**src/inc/sdis_pkg.sv**
```systemverilog
// package for the sdram power-up and self-refresh sequencer
// assumes one clock (ref_clk, 50 MHz) on which the controller drives all pins
// Contract
// - mask high keeps data lines high impedance
// - when ready, cs, ras, cas low and we high with cke low enters
// - one cycle after entry only cke matters
// - stays in self-refresh while cke low
package sdis_pkg;

    // clock rate
    localparam int CLK_PERIOD_NS        = 20;
    // internal refresh spacing during self-refresh, longest time rounds down
    localparam int REFRESH_INTERVAL_NS  = 15600;
    localparam int REFRESH_CYCLES       = REFRESH_INTERVAL_NS / CLK_PERIOD_NS;
    localparam int REFRESH_CNT_W        = 10;
    // rows refreshed by one full sweep
    localparam int REFRESH_ROWS         = 4096;
    localparam int ROW_W                = 12;
    // auto-refresh cycles that finish initialization
    localparam int INIT_REFRESH_COUNT   = 2;
    localparam logic [1:0] INIT_REF_LAST = 2'(INIT_REFRESH_COUNT - 1);
    localparam logic [REFRESH_CNT_W-1:0] REFRESH_LAST = REFRESH_CNT_W'(REFRESH_CYCLES - 1);

    // command pins as sampled on a rising clock edge
    typedef struct packed {
        logic cke;      // clock enable pin
        logic csN;      // chip select
        logic rasN;     // row strobe
        logic casN;     // column strobe
        logic weN;      // write enable
        logic dqm;      // data mask
        logic a10;      // address bit 10, all-banks select
    } sdis_pins_type;

    // decoded commands
    typedef enum logic [2:0] {
        CMD_NO_OPERATION,
        CMD_DESELECT,
        CMD_PRECHARGE_ALL,
        CMD_MODE_SET,
        CMD_AUTO_REFRESH,
        CMD_SELF_REFRESH,
        CMD_OTHER
    } sdis_cmd_type;

    // sequencer states
    typedef enum logic [2:0] {
        ST_POWER_UP,
        ST_PRECHARGE_WAIT,
        ST_MODE_WAIT,
        ST_REFRESH_WAIT,
        ST_READY,
        ST_SELF_REFRESH
    } sdis_state_type;

endpackage

```
**src/core/sdis_core.sv**
```systemverilog
// memory-side power-up and self-refresh sequencer
// assumes the controller drives all pins synchronously to ref_clk
`timescale 1ns/1ns
module sdis_core (
    input  wire logic                 ref_clk,
    input  wire logic                 rstn,
    input  wire sdis_pkg::sdis_pins_type pins,
    output logic                      initDone_q,
    output logic                      selfRefresh_q,
    output logic                      refreshTick_q,
    output logic [sdis_pkg::ROW_W-1:0] refreshRow_q,
    output logic                      dqHighZ_q
);
    import sdis_pkg::*;

    // command decode from the sampled pins
    function automatic sdis_cmd_type decodeCmd(input sdis_pins_type p);
        sdis_cmd_type c;
        c = CMD_OTHER;
        if (p.csN) begin
            c = CMD_DESELECT;
        end else if (!p.rasN && !p.casN && !p.cke && p.weN) begin
            c = CMD_SELF_REFRESH;
        end else if (!p.rasN && !p.casN && p.weN) begin
            c = CMD_AUTO_REFRESH;
        end else if (!p.rasN && !p.casN && !p.weN) begin
            c = CMD_MODE_SET;
        end else if (!p.rasN && p.casN && !p.weN && p.a10) begin
            c = CMD_PRECHARGE_ALL;
        end else if (p.rasN && p.casN && p.weN) begin
            c = CMD_NO_OPERATION;
        end
        return c;
    endfunction

    sdis_state_type             state_q;      // sequencer state
    sdis_state_type             state_d;      // next state
    logic [1:0]                 initRef_q;    // init refreshes seen
    logic [1:0]                 initRef_d;    // next init refresh count
    logic [REFRESH_CNT_W-1:0]   tickCnt_q;    // self-refresh interval timer
    logic [REFRESH_CNT_W-1:0]   tickCnt_d;    // next timer value
    logic [ROW_W-1:0]           refreshRow_d; // next row to refresh
    logic                       tickNow;      // interval elapsed this cycle

    // decoded command, only trusted outside self-refresh
    wire sdis_cmd_type cmd      = decodeCmd(pins);
    wire logic isPrechargeAll   = (cmd == CMD_PRECHARGE_ALL);
    wire logic isModeSet        = (cmd == CMD_MODE_SET);
    wire logic isAutoRefresh    = (cmd == CMD_AUTO_REFRESH) && pins.cke;
    wire logic isSelfEntry      = (cmd == CMD_SELF_REFRESH);
    wire logic inSelf           = (state_q == ST_SELF_REFRESH);
    wire logic lastInitRef      = (initRef_q == INIT_REF_LAST);

    // next-state selection
    always_comb begin
        state_d   = state_q;
        initRef_d = initRef_q;
        case (state_q)
            // wait for cke to rise after supplies come up
            ST_POWER_UP: begin
                if (pins.cke) begin
                    state_d = ST_PRECHARGE_WAIT;
                end
            end
            // every bank must be precharged first
            ST_PRECHARGE_WAIT: begin
                if (pins.cke && isPrechargeAll) begin
                    state_d = ST_MODE_WAIT;
                end
            end
            // mode register gets its initial contents
            ST_MODE_WAIT: begin
                if (pins.cke && isModeSet) begin
                    state_d = ST_REFRESH_WAIT;
                end
            end
            // count the settling auto-refresh cycles
            ST_REFRESH_WAIT: begin
                if (isAutoRefresh) begin
                    initRef_d = initRef_q + 2'h1;
                    if (lastInitRef) begin
                        state_d = ST_READY;
                    end
                end
            end
            // normal operation, watch for self-refresh entry
            ST_READY: begin
                if (isSelfEntry) begin
                    state_d = ST_SELF_REFRESH;
                end
            end
            // only cke is looked at here
            ST_SELF_REFRESH: begin
                if (pins.cke) begin
                    state_d = ST_READY;
                end
            end
            default: begin
                state_d = ST_POWER_UP;
            end
        endcase
    end

    // internal refresh timer and row address while self-refreshing
    assign tickNow = inSelf && (tickCnt_q == REFRESH_LAST);
    always_comb begin
        tickCnt_d    = tickCnt_q;
        refreshRow_d = refreshRow_q;
        if (!inSelf) begin
            tickCnt_d = '0;
        end else if (tickNow) begin
            tickCnt_d    = '0;
            refreshRow_d = refreshRow_q + ROW_W'(1);
        end else begin
            tickCnt_d = tickCnt_q + REFRESH_CNT_W'(1);
        end
    end

    // state and counters
    always_ff @(posedge ref_clk or negedge rstn) begin
        if (!rstn) begin
            state_q   <= ST_POWER_UP;
            initRef_q <= 2'h0;
            tickCnt_q <= '0;
        end else begin
            state_q   <= state_d;
            initRef_q <= initRef_d;
            tickCnt_q <= tickCnt_d;
        end
    end

    // registered outputs
    always_ff @(posedge ref_clk or negedge rstn) begin
        if (!rstn) begin
            initDone_q    <= 1'b0;
            selfRefresh_q <= 1'b0;
            refreshTick_q <= 1'b0;
            refreshRow_q  <= '0;
            dqHighZ_q     <= 1'b1;
        end else begin
            initDone_q    <= (state_d == ST_READY) || (state_d == ST_SELF_REFRESH);
            selfRefresh_q <= (state_d == ST_SELF_REFRESH);
            refreshTick_q <= tickNow;
            refreshRow_q  <= refreshRow_d;
            // data lines stay released while masked or while the next state is not ready
            dqHighZ_q     <= pins.dqm || (state_d != ST_READY);
        end
    end
endmodule // sdis_core

```
**config.mk**
```make
export PLATFORM = sky130hd
export DESIGN_NAME = sdis_core
export DESIGN_NICKNAME = d
export VERILOG_FILES = /design/src/inc/sdis_pkg.sv /design/src/core/sdis_core.sv
export SDC_FILE = /design/constraint.sdc
export NUM_CORES = 1
export LEC_CHECK = 0
export ABC_CLOCK_PERIOD_IN_PS = 2300
export BUFFER_PORTS_ARGS = -buffer_cell sky130_fd_sc_hd__buf_2
export CAP_MARGIN = 20
export CORE_ASPECT_RATIO = 2
export CORE_MARGIN = 2
export CORE_UTILIZATION = 50
export CTS_CLUSTER_DIAMETER = 60
export CTS_CLUSTER_SIZE = 8
export DETAILED_ROUTE_END_ITERATION = 10
export PLACE_DENSITY = 0.79
export SYNTH_ARGS = -nofsm -noshare
export SYNTH_HDL_FRONTEND = slang
export SYNTH_SLANG_ARGS = --single-unit
```
**constraint.sdc**
```tcl
create_clock -name ref_clk -period 2.3 [get_ports ref_clk]
set_clock_uncertainty 0.05 [all_clocks]
set_input_delay 0.23 -clock ref_clk [delete_from_list [all_inputs] [get_ports ref_clk]]
set_output_delay 0.23 -clock ref_clk [all_outputs]
set_load 0.01 [all_outputs]
```
# After elaboration in Yosys (flattened, before gate mapping)
# Index checks and enable logic that the tools add are counted.
# word_totals
input_bits	9
output_inout_bits	16
register_bits	31
word_cells	64
# op_classes
n_addsub	3
muxes	16
n_reduce_logical	23
eq_ne	14
# op_table
operator	count
2-to-1 mux 3 bit	13
2-to-1 mux 10 bit	2
equality test 3 bit, second input constant	6
one-hot mux 3 bit (6 select lines)	1
logical AND 1 bit	14
adder 12 x 1 -> 12 bit, second input constant	1
equality test 3 x 2 -> 1 bit, second input constant	4
adder 10 x 1 -> 10 bit, second input constant	1
equality test 10 bit, second input constant	1
logical NOT 1 bit	4
AND reduction 2 bit	2
equality test 3 x 1 -> 1 bit, second input constant	1
logical NOT 3 bit	1
inequality test 3 bit, second input constant	1
adder 2 x 1 -> 2 bit, second input constant	1
equality test 2 x 1 -> 1 bit, second input constant	1
logical OR 1 bit	2

# Depth between registers and ports, before layout
# logic_depth
word_depth	15
ltp_mapped	6
mapped_depth_nobuf	5

# Worst setup path before layout
# No wires, ideal clock.
# synth_path
path_kind	register -> register
from	register tickCnt_q[7]
to	register refreshRow_q[1] (netlist bit)
required_time_ps	2125
arrival_time_ps	1563
path_stages_with_launch	4
n_path_buf	0
period_less_slack_ps	1737
setup_time_ps	125
setup_slack_ps	563
cell_sequence	dfrtp_1 -> or3_4 -> nor4_4 -> mux2_2
# synth_via
elab_chain_len	3
# synth_lines
item	line	rtl
start: declaration	sdis_core.sv:40	logic [REFRESH_CNT_W-1:0] tickCnt_q;
start signal: assignment	sdis_core.sv:128	tickCnt_q <= tickCnt_d;
equality test 10 bit	sdis_core.sv:105	assign tickNow = inSelf && (tickCnt_q == REFRESH_LAST);
logical AND 1 bit	sdis_core.sv:105	
named net tickNow	sdis_core.sv:43	logic tickNow;
AND reduction 2 bit (no source line)	n/a	
end signal: assignment	sdis_core.sv:144	refreshRow_q <= refreshRow_d;
end: declaration	sdis_core.sv:11	output logic [sdis_pkg::ROW_W-1:0] refreshRow_q,
# The timed path passes the listed nets, and every way through them passes these cells.
# A chain may end at the register's enable or synchronous reset.

# Worst setup path after layout
# layout_path
from	register tickCnt_q[0]
to	register refreshRow_q[1] (netlist bit)
# The elaborated chain is that of the path after synthesis.

==> implementation parameters <==
Parameter                              Value

Outcome
  Result of the run ... finished, final reports clean

Layout
  Final std cells w/o fill ... ~200
  Post-layout net count ... about 180
  Diode count ... 0
  Utilization after layout ... 0.624
  Share of layout cells above drive strength 1 ... 0.229
  Area growth syn-to-layout ... 17.5%
  Summed area of non-filler cells in the final layout ... about 1700 um2

Yosys
  Cell with the most instances after synthesis ... sky130_fd_sc_hd__dfrtp_1
  Library cell with the largest summed area after synthesis ... sky130_fd_sc_hd__dfrtp_1
  Top post-synthesis cells by count ... sky130_fd_sc_hd__dfrtp_1 (30), sky130_fd_sc_hd__xnor2_1 (17), sky130_fd_sc_hd__nor2_1 (14), sky130_fd_sc_hd__nand3_1 (13), sky130_fd_sc_hd__nand2_1 (11)
  Syn_nets ... between 100 and 150
  Post-synth top area share ... 0.510
  Sequential fraction of the synthesis area ... 0.528
  Synth warn ... 0
  Largest cells by area after synthesis ... sky130_fd_sc_hd__dfrtp_1 (51%), sky130_fd_sc_hd__xnor2_1 (10%), sky130_fd_sc_hd__nand3_1 (4.4%)
  Share of synthesized registers carrying an async set or reset ... 1.00
  Main flop type after synthesis ... sky130_fd_sc_hd__dfrtp_1
  Netlist area before placement ... between 1000 and 1500 um2
  Mapped Avg Cell Area ... between 10 and 15 um2
  Number of synthesized flops with an enable pin ... 0
  Library cells used by synthesis ... 36
  Number of synthesized register bits ... 31
  Synth Instances ... 135

Timing
  Slew Limit Headroom ... 0.550
  Number of failing setup endpoints in the final timing report ... 0
  Number of slew-limit violations in the final report ... 0
  Minimum clock period after layout ... approximately 1.8 ns
  Highest clock frequency the design can meet ... around 550 MHz
  Total negative slack for setup checks ... 0 ns
  Final period utilization ... 0.798
  Number of endpoints with negative hold slack in the final report ... 0
  Slew at the pin closest to its max-slew limit ... 0.675 ns
  Setup repair after global routing missed its margin ... false

Drt
  Routed Wire Length ... between 2 and 3 mm
  First-iteration detailed-routing DRC count ... 39
  Final routed DRC violation total ... 0
  Wire per inst ... 13.8 um
  Routed via count divided by cell count ... about 5.6
  1st-pass router iterations ... 4
  Residual antenna-violating net count after detailed routing ... 0
  Via count ... between 1,000 and 1,500

CTS
  H-tree Lvls ... 2
  Latest clock arrival within the worst-skew pair ... between 0.2 and 0.3 ns
  Reg clk slew, reported paths ... approximately 0.06 ns
  Number of gates given a new drive strength after cts ... 0
  Clock Sinks ... 31
  CTS tree ... done
  Max Root-Sink Buffers ... 2
  Clock buffers created by TritonCTS ... 5
  Root buffer selected by CTS ... sky130_fd_sc_hd__clkbuf_8

Floorplanning
  # IOs ... 25
  DIE AREA ... around 3400 um2
  Die span in y ... 80.7 um
  Site Rows ... 27
  Width of the die ... roughly 42 um
  Total core area ... between 2000 and 3000 um2
  Initial Util ... 0.531

Setup path
  Top Family by Delay on Critical Path ... simple AND/OR/NAND/NOR gates
  Max FO, Critical Path ... 8
  Kind of critical path ... reg2reg
  Critical path endpoint category ... register
  Slowest library cell on the worst path ... sky130_fd_sc_hd__nor4_4
  Critical path required time ... between 2 and 2.5 ns
  List of cells traversed by the critical path ... ha_1 > nand2_1 > nor4_4 > mux2_2
  Crit path launch type ... register
  Arrival time of the worst setup path ... a little under 2 ns
  Worst stage delay on the critical path ... between 0.4 and 0.5 ns
  Worst path buffer plus inverter count ... 0

Placed design
  # port buffers ... 24
  Final Wtd Congestion ... 0.843
  Cell area reported after detailed placement ... approximately 1600 um2
  Placed Cells incl. Taps ... around 190
  Dpl hpwl ... 2.06 mm

GRT
  Wire length of the first global-routing pass ... between 4 and 5 mm
  GRT Total Usage ... 0.190
  GRT Residual Overflow ... 0
  Number of global-route vias before repair ... 1,125
  Pin count of the biggest net entering global routing ... 32
  Antenna violations before repair ... 0

Power and ir drop
  Clock network fraction of total power ... 0.404
  Power density over the cells ... roughly 650 nW/um2
  Portion of total power attributed to sequential cells ... 0.523
  Final total power ... 1.13 mW
  Net switching share of the total power ... 0.228
  Peak supply drop ... about 0.48 mV
  Net Switching ... 0.257 mW
  Internal cell power ... 0.871 mW
  Static Leakage ... ~0.76 nW
  Power share of the combinational group ... 0.073

Worst hold path
  Worst hold path class ... in2reg

Flow run
  Number of max-cap violations ... 0
## registers in the layout, indices dropped and copies added, names as in the netlist
register       flops
refreshRow_q      12
dqHighZ_q          1
state_q            3
initDone_q         1
selfRefresh_q      1
tickCnt_q         10
initRef_q          2
refreshTick_q      1
## power by group through the flow
stage	Sequential, mW	Combinational (mW)	Clock, mW
after floorplan	0.592	0.0503	0
after global placement	0.597	0.0776	0
after detailed placement	0.599	0.0817	0
after CTS	0.589	0.0835	0.474
after global routing	0.591	0.0953	0.490
final	0.590	0.0822	0.455
## layer usage
metal  routed length [um]  GRT usage
met4                   98      0.134
met1                 1000      0.187
met2                 1470      0.340
met3                  124     0.0404
met5                    0          0
## final timing paths
kind	start	end	slack, ns	cells past startpoint
worst max-delay path	tickCnt_q[0]$_DFF_PN0_	refreshRow_q[1]$_DFFE_PN0P_	0.47	4
worst min-delay path	pins[1]	dqHighZ_q$_DFF_PN1_	0.12	3
worst max register to register	tickCnt_q[0]$_DFF_PN0_	refreshRow_q[1]$_DFFE_PN0P_	0.47	4
worst min register to register	refreshRow_q[11]$_DFFE_PN0P_	refreshRow_q[11]$_DFFE_PN0P_	0.41	1
max in group asynchronous	rstn	tickCnt_q[5]$_DFF_PN0_	1.29	2
min in group asynchronous	rstn	refreshRow_q[6]$_DFFE_PN0P_	0.47	2
## worst min-delay path, cell delays in order
cell	delay, ns
sky130_fd_sc_hd__buf_2	0.07
sky130_fd_sc_hd__a21oi_1	0.03
sky130_fd_sc_hd__nand4_1	0.08
## repair_timing
action / in CTS / in global routing
hold endpoints to repair: 30 / 0
endpoints found under the setup margin: 0 / 0
buffers inserted: 0 / 0
hold buffers: 1 / 0
## logic make-up (layout without fill, tap and decap cells)
kind of cell             Yosys count  in the layout  share of synthesized area
AND/OR/NAND/NOR                   66             66                      0.267
flip-flops                        31             31                      0.528
XOR/XNOR                          19             19                      0.113
AO/OA/AOI/OAI                     10             10                     0.0451
buffers and inverters              5             36                     0.0136
adder cells (fa/ha/maj)            3              3                     0.0255
multiplexers                       1              1                    0.00765
## metrics by stage
stage | hold slack [ns] | setup slack [ns]
floorplan | -0.116 | 0.563
global placement | 0.234 | 0.505
detailed placement | 0.257 | 0.471
CTS | 0.110 | 0.459
global route | 0.126 | 0.369
finish | 0.121 | 0.466
## cell type report
class,count,area [um2]
clock buffers,8,100
fillers,238,1040
inverters,3,11.3
multi-input cells,99,674
flip-flops and latches,31,777
well taps,29,36.3
repair buffers,25,130
## cells in the final DEF, fill, tap and decap left out, types with 2 or more instances in the layout
| cell | n |
|---|---|
| sky130_fd_sc_hd__nor4_4 | 2 |
| sky130_fd_sc_hd__nor2_1 | 14 |
| sky130_fd_sc_hd__and4_1 | 2 |
| sky130_fd_sc_hd__buf_2 | 24 |
| sky130_fd_sc_hd__a21oi_1 | 2 |
| sky130_fd_sc_hd__ha_1 | 3 |
| sky130_fd_sc_hd__dfrtp_1 | 30 |
| sky130_fd_sc_hd__nor3_1 | 4 |
| sky130_fd_sc_hd__xnor2_1 | 17 |
| sky130_fd_sc_hd__a211oi_1 | 2 |
| sky130_fd_sc_hd__and3_1 | 2 |
| sky130_fd_sc_hd__nand3_1 | 13 |
| sky130_fd_sc_hd__nand2_1 | 11 |
| sky130_fd_sc_hd__clkbuf_8 | 7 |
| sky130_fd_sc_hd__o31ai_1 | 2 |
| sky130_fd_sc_hd__inv_1 | 3 |
| sky130_fd_sc_hd__nand4_1 | 5 |
| sky130_fd_sc_hd__o21ai_0 | 2 |
| sky130_fd_sc_hd__xor2_1 | 2 |
(Power assumes the default switching activity.)
